[src/shared/smbus_pkg.sv]
// package: register map, field positions, reset values and counts
package smbus_pkg;
  // ***********************
  // register offsets (apb byte addresses)
  // ***********************
  localparam logic [7:0] cfg_off = 8'h00;
  localparam logic [7:0] ctl_off = 8'h04;
  localparam logic [7:0] dat_off = 8'h08;
  // ***********************
  // config fields
  // ***********************
  localparam int cfg_sel_lo = 0;
  localparam int cfg_sel_hi = 1;
  localparam int cfg_free_en = 2;
  localparam int cfg_tmo_en = 3;
  localparam int cfg_split = 4;
  localparam logic [7:0] cfg_reset = 8'h00;
  // ***********************
  // control fields
  // ***********************
  localparam int ctl_irq = 0;
  localparam int ctl_ack = 1;
  localparam int ctl_arb = 2;
  localparam int ctl_ack_need = 3;
  localparam int ctl_halt = 4;
  localparam int ctl_begin = 5;
  localparam int ctl_tx = 6;
  localparam int ctl_mst = 7;
  localparam logic [7:0] ctl_reset = 8'h00;
  // bus free after more than this many source periods
  localparam logic [3:0] free_periods = 4'ha;
  // bit rate source encodings
  localparam logic [1:0] src_t0 = 2'h0;
  localparam logic [1:0] src_t1 = 2'h1;
  localparam logic [1:0] src_t2h = 2'h2;
  localparam logic [1:0] src_t2l = 2'h3;
  // suggested scl low timeout for software
  localparam int scl_low_tmo_ms = 25;
  localparam int clk_mhz = 125;
  localparam longint scl_low_tmo_cycles =
    longint'(scl_low_tmo_ms) * 1000 * clk_mhz;
  typedef enum logic [2:0] {
    st_idle, st_start, st_bits, st_ack, st_stop, st_wait
  } bit_state_e;
endpackage

[src/shared/smbus_line_if.sv]
// interface: synchronised line levels and edge events
`timescale 1ns/1ns
interface smbus_line_if;
  logic sda;
  logic scl;
  logic start_seen;
  logic stop_seen;
  logic scl_rise;
  logic scl_fall;
  modport mon (output sda, scl, start_seen, stop_seen, scl_rise, scl_fall);
  modport core (input sda, scl, start_seen, stop_seen, scl_rise, scl_fall);
endinterface

[src/rtl/smbus_line_monitor.sv]
// line synchroniser and start/stop/edge detector
`timescale 1ns/1ns
module smbus_line_monitor (
  input wire logic clk,
  input wire logic rst,
  input wire logic sda_in,
  input wire logic scl_in,
  smbus_line_if.mon lines
);
  logic [1:0] sda_sync_q;
  logic [1:0] scl_sync_q;
  logic sda_prev_q;
  logic scl_prev_q;

  // two stages; only the second stage is looked at
  always_ff @(posedge clk or posedge rst) begin
    if (rst) begin
      sda_sync_q <= 2'h3;
      scl_sync_q <= 2'h3;
      sda_prev_q <= 1'b1;
      scl_prev_q <= 1'b1;
    end else begin
      sda_sync_q <= {sda_sync_q[0], sda_in};
      scl_sync_q <= {scl_sync_q[0], scl_in};
      sda_prev_q <= sda_sync_q[1];
      scl_prev_q <= scl_sync_q[1];
    end
  end

  // start: sda falls while scl high; stop: sda rises while scl high
  assign lines.sda = sda_sync_q[1];
  assign lines.scl = scl_sync_q[1];
  assign lines.start_seen = sda_prev_q & ~sda_sync_q[1] & scl_sync_q[1] &
    scl_prev_q;
  assign lines.stop_seen = ~sda_prev_q & sda_sync_q[1] & scl_sync_q[1] &
    scl_prev_q;
  assign lines.scl_rise = ~scl_prev_q & scl_sync_q[1];
  assign lines.scl_fall = scl_prev_q & ~scl_sync_q[1];
endmodule

[src/rtl/smbus_control_and_status.sv]
// smbus control and status core with apb registers
// Summary of operation
// - scl high holds timer 2 reload, high byte only when split
// - both lines high over ten periods: free
// - free timeout acts like stop
// - low config bits pick bit rate source
// - upper control nibble is status vector
// - master and transmitter flags report state
// - start flag shows start since interrupt
// - writing start on a free bus enters master, starts when free
// - start flag stays until software clears
// - master stop after ack, then cleared
// - slave stop flag reports observed stop
// - start and stop both: stop then start
// - ack bit: send value or received value
// - acknowledge needed set after byte received
// - interrupt cleared without ack write sends nack
// - sda follows ack write, scl low till clear
// - nacked address ignores slave events till start
// - arbitration failed on loss while transmitting
// - clearing interrupt clears arbitration failed
// - interrupt at master start, end, byte, loss
// - interrupt set stalls, scl held low
`timescale 1ns/1ns
module smbus_control_and_status (
  input wire logic clk,
  input wire logic rst,
  input wire logic psel,
  input wire logic penable,
  input wire logic pwrite,
  input wire logic [7:0] paddr,
  input wire logic [31:0] pwdata,
  output logic [31:0] prdata,
  output logic pready,
  output logic pslverr,
  input wire logic timer0_ovf,
  input wire logic timer1_ovf,
  input wire logic timer2_hi_ovf,
  input wire logic timer2_lo_ovf,
  output logic timer2_hi_reload,
  output logic timer2_lo_reload,
  input wire logic sda_in,
  output logic sda_out,
  output logic sda_oe,
  input wire logic scl_in,
  output logic scl_out,
  output logic scl_oe
);
  // ***********************
  // line monitor
  // ***********************
  smbus_line_if lines ();
  smbus_line_monitor u_mon (
    .clk(clk),
    .rst(rst),
    .sda_in(sda_in),
    .scl_in(scl_in),
    .lines(lines)
  );

  // ***********************
  // registers
  // ***********************
  logic [7:0] cfg_q;
  // status flags of the control register
  logic mst_q, tx_q, begin_req_q, halt_req_q, ack_need_q, arb_q, ack_q, irq_q;
  logic ack_written_q;
  logic [7:0] shift_q;
  logic [7:0] rx_q;
  logic [3:0] bit_cnt_q;
  logic [3:0] free_cnt_q;
  logic bus_busy_q;
  logic ignore_q;
  logic addr_phase_q;
  logic sda_drive_q;
  logic tick_q;
  logic tick_phase_q;
  smbus_pkg::bit_state_e state_q;

  logic wr, wr_cfg, wr_ctl, wr_dat, irq_clear, src_ovf;
  logic sda_low_req;

  assign wr = psel & penable & pwrite;
  assign wr_cfg = wr & (paddr == smbus_pkg::cfg_off);
  assign wr_ctl = wr & (paddr == smbus_pkg::ctl_off);
  assign wr_dat = wr & (paddr == smbus_pkg::dat_off);
  assign irq_clear = wr_ctl & irq_q & ~pwdata[smbus_pkg::ctl_irq];
  // zero wait states: registers are plain flops, nothing to wait for
  // a write therefore lands at the edge that ends the access phase
  assign pready = 1'b1;

  // unmapped addresses raise pslverr in the access phase
  assign pslverr = psel & penable & (paddr != smbus_pkg::cfg_off) &
    (paddr != smbus_pkg::ctl_off) & (paddr != smbus_pkg::dat_off);

  // read data is a combinational mux of flip-flop state, not registered
  always_comb begin
    prdata = 32'h0;
    case (paddr)
      smbus_pkg::cfg_off: prdata = {24'h0, cfg_q};
      // upper nibble is the status vector for software dispatch
      smbus_pkg::ctl_off: prdata = {24'h0, mst_q, tx_q, begin_req_q,
        halt_req_q, ack_need_q, arb_q, ack_q, irq_q};
      smbus_pkg::dat_off: prdata = {24'h0, rx_q};
      default: prdata = 32'h0;
    endcase
  end

  // config register
  always_ff @(posedge clk or posedge rst) begin
    if (rst) cfg_q <= smbus_pkg::cfg_reset;
    else if (wr_cfg) cfg_q <= pwdata[7:0];
  end

  // ***********************
  // bit rate source and timer 2 coupling
  // ***********************
  // select field picks the overflow used as bit rate tick
  always_comb begin
    case (cfg_q[smbus_pkg::cfg_sel_hi:smbus_pkg::cfg_sel_lo])
      smbus_pkg::src_t0: src_ovf = timer0_ovf;
      smbus_pkg::src_t1: src_ovf = timer1_ovf;
      smbus_pkg::src_t2h: src_ovf = timer2_hi_ovf;
      smbus_pkg::src_t2l: src_ovf = timer2_lo_ovf;
      default: src_ovf = 1'b0;
    endcase
  end

  // split mode only holds the high byte while scl high
  assign timer2_hi_reload = cfg_q[smbus_pkg::cfg_tmo_en] & lines.scl;
  assign timer2_lo_reload = cfg_q[smbus_pkg::cfg_tmo_en] & lines.scl &
    ~cfg_q[smbus_pkg::cfg_split];

  // each overflow toggles a phase; one tick per half bit
  always_ff @(posedge clk or posedge rst) begin
    if (rst) begin
      tick_q <= 1'b0;
      tick_phase_q <= 1'b0;
    end else begin
      tick_q <= src_ovf;
      if (src_ovf) tick_phase_q <= ~tick_phase_q;
    end
  end

  // ***********************
  // bus busy and free timeout
  // ***********************
  logic free_timeout;
  assign free_timeout = cfg_q[smbus_pkg::cfg_free_en] & bus_busy_q &
    lines.sda & lines.scl & tick_q &
    (free_cnt_q == smbus_pkg::free_periods);
  always_ff @(posedge clk or posedge rst) begin
    if (rst) begin
      free_cnt_q <= 4'h0;
      bus_busy_q <= 1'b0;
    end else begin
      if (!(lines.sda & lines.scl)) free_cnt_q <= 4'h0;
      else if (tick_q && free_cnt_q != smbus_pkg::free_periods)
        free_cnt_q <= free_cnt_q + 4'h1;
      if (lines.start_seen) bus_busy_q <= 1'b1;
      else if (lines.stop_seen || free_timeout) bus_busy_q <= 1'b0;
    end
  end

  // ***********************
  // bit engine
  // ***********************
  logic byte_done, ack_done, lost, stop_done, start_done;
  assign byte_done = (state_q == smbus_pkg::st_bits) & ~irq_q &
    lines.scl_fall & (bit_cnt_q == 4'h7);
  assign lost = tx_q & sda_drive_q & ~lines.sda & lines.scl_rise &
    (state_q == smbus_pkg::st_bits);
  assign start_done = (state_q == smbus_pkg::st_start) & tick_q &
    ~lines.sda;
  assign stop_done = (state_q == smbus_pkg::st_stop) & tick_q &
    lines.sda & lines.scl;
  assign ack_done = (state_q == smbus_pkg::st_ack) & lines.scl_fall;

  always_ff @(posedge clk or posedge rst) begin
    if (rst) begin
      state_q <= smbus_pkg::st_idle;
      bit_cnt_q <= 4'h0;
      shift_q <= 8'h0;
      rx_q <= 8'h0;
      addr_phase_q <= 1'b0;
    end else begin
      case (state_q)
        smbus_pkg::st_idle: begin
          // start request waits for a free bus
          // taken only with the flag clear, so software sees each event
          if (begin_req_q && !bus_busy_q && !irq_q) begin
            state_q <= smbus_pkg::st_start;
          end else if (lines.start_seen) begin
            state_q <= smbus_pkg::st_bits;
            bit_cnt_q <= 4'h0;
            addr_phase_q <= 1'b1;
          end
        end
        smbus_pkg::st_start: begin
          if (start_done) begin
            state_q <= smbus_pkg::st_bits;
            bit_cnt_q <= 4'h0;
            addr_phase_q <= 1'b1;
          end
        end
        smbus_pkg::st_bits: begin
          if (lost) state_q <= smbus_pkg::st_idle;
          else if (lines.scl_rise) shift_q <= {shift_q[6:0], lines.sda};
          if (wr_dat) shift_q <= pwdata[7:0];
          if (!irq_q && lines.scl_fall) begin
            if (bit_cnt_q == 4'h7) begin
              state_q <= smbus_pkg::st_ack;
              rx_q <= shift_q;
            end
            bit_cnt_q <= bit_cnt_q + 4'h1;
          end
        end
        smbus_pkg::st_ack: begin
          if (ack_done) begin
            addr_phase_q <= 1'b0;
            bit_cnt_q <= 4'h0;
            // stop request ends the transfer after this ack
            // a pending start after the ack gives a repeated start
            if (mst_q && halt_req_q) state_q <= smbus_pkg::st_stop;
            else if (mst_q && begin_req_q) state_q <= smbus_pkg::st_start;
            else state_q <= smbus_pkg::st_bits;
          end
        end
        smbus_pkg::st_stop: begin
          // repeated start follows stop when both flags set
          if (stop_done) begin
            // the start waits until software has seen the stop
            if (begin_req_q) state_q <= smbus_pkg::st_wait;
            else state_q <= smbus_pkg::st_idle;
          end
        end
        smbus_pkg::st_wait: if (!irq_q) state_q <= smbus_pkg::st_idle;
        default: state_q <= smbus_pkg::st_idle;
      endcase
      // a free timeout ends a hung frame just as a stop would
      if ((lines.stop_seen && state_q != smbus_pkg::st_stop) ||
        free_timeout)
        state_q <= smbus_pkg::st_idle;
    end
  end

  // ***********************
  // control register
  // ***********************
  always_ff @(posedge clk or posedge rst) begin
    if (rst) begin
      mst_q <= 1'b0;
      tx_q <= 1'b0;
      begin_req_q <= 1'b0;
      halt_req_q <= 1'b0;
      ack_need_q <= 1'b0;
      arb_q <= 1'b0;
      ack_q <= 1'b0;
      irq_q <= 1'b0;
      ack_written_q <= 1'b0;
      ignore_q <= 1'b0;
    end else begin
      // software writes first; hardware sets below win
      if (wr_ctl) begin
        begin_req_q <= pwdata[smbus_pkg::ctl_begin];
        halt_req_q <= pwdata[smbus_pkg::ctl_halt];
        ack_q <= pwdata[smbus_pkg::ctl_ack];
        ack_written_q <= 1'b1;
        irq_q <= irq_q & pwdata[smbus_pkg::ctl_irq];
      end
      if (irq_clear) begin
        arb_q <= 1'b0;
        ack_need_q <= 1'b0;
        // no ack written since the interrupt: send nack
        if (!wr_ctl || !ack_written_q) ack_q <= 1'b0;
      end
      if (wr_ctl && pwdata[smbus_pkg::ctl_begin] && !bus_busy_q)
        mst_q <= 1'b1;
      if (wr_dat) tx_q <= 1'b1;
      if (start_done) begin
        irq_q <= 1'b1;
        tx_q <= 1'b1;
        ack_written_q <= 1'b0;
        begin_req_q <= 1'b1;
      end
      // a new start also ends the deaf spell after a nacked address
      if (lines.start_seen && !mst_q) begin
        begin_req_q <= 1'b1;
        ignore_q <= 1'b0;
      end
      if (byte_done && !ignore_q) begin
        irq_q <= 1'b1;
        ack_written_q <= 1'b0;
        // only a received byte asks software for an acknowledge value
        if (!tx_q) ack_need_q <= 1'b1;
      end
      if (ack_done) begin
        if (tx_q) ack_q <= ~lines.sda;
        if (!mst_q && addr_phase_q && !ack_q) ignore_q <= 1'b1;
      end
      if (stop_done) begin
        // the master role ends once its own stop is on the bus
        halt_req_q <= 1'b0;
        mst_q <= 1'b0;
        tx_q <= 1'b0;
        irq_q <= 1'b1;
      end
      if ((lines.stop_seen && !mst_q && !ignore_q) || free_timeout) begin
        halt_req_q <= 1'b1;
        irq_q <= 1'b1;
        tx_q <= 1'b0;
      end
      if (lost) begin
        arb_q <= 1'b1;
        irq_q <= 1'b1;
        mst_q <= 1'b0;
      end
    end
  end

  // ***********************
  // line drivers
  // ***********************
  // sda low during start, ack out, data zero, stop setup
  always_comb begin
    case (state_q)
      smbus_pkg::st_start: sda_low_req = tick_phase_q | ~lines.sda;
      smbus_pkg::st_bits: sda_low_req = tx_q & ~shift_q[7];
      smbus_pkg::st_ack: sda_low_req = ~tx_q & ack_q & ~ignore_q;
      smbus_pkg::st_stop: sda_low_req = ~tick_phase_q;
      default: sda_low_req = 1'b0;
    endcase
  end

  always_ff @(posedge clk or posedge rst) begin
    if (rst) sda_drive_q <= 1'b0;
    else sda_drive_q <= ~sda_low_req;
  end

  assign sda_out = 1'b0;
  assign sda_oe = sda_low_req;
  assign scl_out = 1'b0;
  // interrupt stalls the bus by holding scl low
  assign scl_oe = (irq_q & ~lines.scl) |
    (mst_q & (state_q == smbus_pkg::st_bits ||
      state_q == smbus_pkg::st_ack) & ~tick_phase_q);
endmodule

[config.mk]
export PLATFORM = sky130hd
export DESIGN_NAME = smbus_control_and_status
export DESIGN_NICKNAME = d
export VERILOG_FILES = /design/src/shared/smbus_pkg.sv /design/src/shared/smbus_line_if.sv /design/src/rtl/smbus_line_monitor.sv /design/src/rtl/smbus_control_and_status.sv
export SDC_FILE = /design/constraint.sdc
export NUM_CORES = 1
export LEC_CHECK = 0
export BUFFER_PORTS_ARGS = -buffer_cell sky130_fd_sc_hd__buf_2
export CELL_PAD_IN_SITES_DETAIL_PLACEMENT = 0
export CELL_PAD_IN_SITES_GLOBAL_PLACEMENT = 1
export CORE_ASPECT_RATIO = 2
export CORE_UTILIZATION = 43
export DETAILED_ROUTE_END_ITERATION = 7
export PLACE_DENSITY_LB_ADDON = 0.1
export SETUP_SLACK_MARGIN = 0.2
export SLEW_MARGIN = 20
export SYNTH_ARGS = -nofsm -noshare
export SYNTH_HDL_FRONTEND = slang
export SYNTH_SLANG_ARGS = --single-unit
[constraint.sdc]
create_clock -name clk -period 5.4 [get_ports clk]
set_input_delay 0.27 -clock clk [delete_from_list [all_inputs] [get_ports clk]]
set_output_delay 0.27 -clock clk [all_outputs]
set_load 0.01 [all_outputs]
==> results.yml <==
global_routing:
  overflow: 0
  track_usage_pct: 22.83
  antenna_found_initial: 0
  grt_max_degree: 57
  grt_pass1_wl_mm: 13.74
  grt_pass1_vias: 2574
setup_path:
  cp_max_fo: 13
  reg2reg_slack_ns: 3.06
  reg2reg_from: "state_q[1]"
  critPathLaunchType: "primary input"
  rr_endpoint: "bit_cnt_q[1]"
  worstSetupPathType: "primary input to flip-flop"
  ff2ff_path_depth: 4
  cp.arrival_ns: 2.91
  endpoint_kind: "flip-flop"
  required_ns: 5.62
detailed_routing:
  vias: 2567
  drcViolationCount: 0
  drt-initial-drc-count: 126
  vias_per_cell: 5.556
  routedWlPerCell_um: 18.98
  drt-pass1-iter-count: 4
  wl_met2_mm: 5.108
  met1Wirelength_mm: 3.156
  routed.top_layer: "met4"
  postRouteAntennaNets: 0
  routed_wl_mm: 8.770
  dr_wl_met3_um: 210
pwr:
  max-vdd-ir-drop_mv: 0.2331
  power_density_nw_per_um2: 271.9
  p_leak_uw: 0.001787
clock_tree:
  cts-resized-gates: 0
  clock-sinks: 56
  path_clk_slew_ns: 0.07
  clk_latency_ns: 0.31
  hold_buffers: 0
  cts_root_buf: "clkbuf_16"
  clockBufferDepth: 2
  cts_setup_buffers: 0
  cts_buffers: 5
  cts_tree: "yes"
  ctsHtreeMaxLevel: 2
placement:
  place.gp.congestion: 0.8025
  portBuffers: 39
  hpwl_mm: 6.634
finish:
  num_antenna_cells: 0
  syn2layout_area_growth_pct: 8.778
  finalNetCount: 421
  final_core_util_pct: 48.35
  drive_gt1_share_pct: 22.28
sta:
  period_minus_slack_ns: 2.691
  hold_viol_final: 0
  fin_tns_setup_ns: 0
  fin_hold_ws_ns: 0.06307
  slew_viol_final: 0
  worst_pin_slew_ns: 1.085
  rsz0062_at_grt: "false"
  period_share_pct: 49.83
  finClkSkew_ns: 0.008878
  slew_headroom_pct: 27.50
  setup_viol: 0
  max_freq_mhz: 371.7
yosys:
  synth_warnings: 0
  yosysUniqueCellTypes: 64
  netlist_top_cells_count: "50 x dfrtp_1, 30 x nor2_1, 27 x buf_4"
  synth_seq_cells: 56
  yosysMostFrequentCell: "dfrtp_1"
  synthArstFlopShare_pct: 100.0
  synth_top_area_share_pct: 37.04
  synth_top_area_cell: "dfrtp_1"
  synth_ff_type: "dfrtp_1"
  syn_area_sq_um: 3378
  synth-edff-count: 0
  syn_area_per_cell_sq_um: 9.965
  synthCells: 339
  synth_area_leaders: "dfrtp_1 37%, buf_4 6.0%, mux2i_1 5.9%"
  ys_seq_area_share_pct: 41.70
run:
  max-cap-violations: 0
worst_hold_path:
  hp-class: "primary input to flip-flop"
  holdPathStages: 1
  min-delay-start: "sda_in"
  hold_path_end: "u_mon.sda_sync_q[0]"
die:
  dieWidth_um: 64.68
  fp.dieArea_sq_um: 8236
  die_y_um: 127.4
  start_util_pct: 44.44
  core_area_sq_um: 7601
  ios: 91
  num_rows: 45
status:
  status: "finished clean"
how the worst max path moves through the flow:
stage,startpoint,end,slack [ns],cells past startpoint
finish,paddr[3],shift_q[5],2.71,5
global route,paddr[3],shift_q[5],2.63,5
CTS,paddr[3],shift_q[5],2.75,5
detailed placement,paddr[3],shift_q[3],2.46,5
global placement,paddr[3],shift_q[0],2.43,5
floorplan,state_q[2],rx_q[0],3.64,4
through the flow:
| stage | instance area [sq um] | total power (uW) | setup slack (ns) | instances |
|---|---|---|---|---|
| final | 3675 | 999.0 | 2.709 | 462 |
| after global routing | 3675 | 1043 | 2.626 | 462 |
| after CTS | 3675 | 1012 | 2.749 | 462 |
| after detailed placement | 3521 | 665.2 | 2.456 | 454 |
| after global placement | 3521 | 662.5 | 2.432 | 454 |
| after floorplan | 3472 | 624.4 | 3.644 | 364 |
final cells by class:
class                           count  area [sq um]
Fill cell                         767          3926
Multi-Input combinational cell    256          1758
Sequential cell                    56          1409
Timing Repair Buffer               41         210.2
Clock buffer                        6         138.9
Tap cell                           94         117.6
Inverter                            7         26.28
Clock inverter                      2         15.01
power breakdown:
group          internal, uW  switching (uW)
Sequential              457            41.6
Combinational          67.6            89.5
Clock                   185             158
Total                   710             289
layout by cell type, fill, tap and decap left out, types with 3 or more instances in the layout:
| cell | n |
|---|---|
| a21o_1 | 4 |
| a2bb2oi_1 | 8 |
| nand4b_1 | 3 |
| and3b_1 | 3 |
| nand2_1 | 18 |
| mux2i_1 | 20 |
| nand3b_1 | 10 |
| inv_1 | 6 |
| ha_1 | 3 |
| nand3_1 | 11 |
| dfrtp_1 | 50 |
| buf_2 | 39 |
| nand2b_1 | 6 |
| nor3_1 | 4 |
| nor3b_1 | 5 |
| o21ai_0 | 11 |
| and2_1 | 4 |
| and4b_1 | 3 |
| nor2b_1 | 9 |
| clkbuf_16 | 5 |
| conb_1 | 27 |
| mux2_2 | 16 |
| and3_1 | 5 |
| nand4_1 | 3 |
| dfstp_2 | 6 |
| nor2_1 | 30 |
| a21oi_1 | 11 |
| xor2_1 | 3 |
sequential cells by signal, indices dropped and copies added, names as in the netlist, 2 cells and up:
name	count
state_q	3
free_cnt_q	4
u_mon.sda_sync_q	2
u_mon.scl_sync_q	2
cfg_q	8
rx_q	8
shift_q	8
bit_cnt_q	4
routing by layer:
metal  vias up  global-route usage, %
met5         -                      0
met4         0                  10.98
met3        18                  3.661
met2        50                  44.09
met1      1276                  22.63
li1       1223                      -
cells by family (layout without fill, tap and decap cells):
group	after synthesis	count (layout)	synth area share, %
AOI/OAI and AO/OA	58	58	12.45
xor gates and xnor gates	4	4	1.037
DFF	56	56	41.70
muxes	37	37	11.93
adders and majority gates	3	3	1.111
and+or+nand+nor	127	127	22.52
buffers and inverters	52	56	9.037
other	2	27	0.2223
critical path: stages:
cell and delay, ns:
buf_2 0.24, nor2b_1 0.66, nand4_1 0.83, a21oi_2 0.70
a2bb2oi_1 0.21
Power figures use the tool's default switching activity.
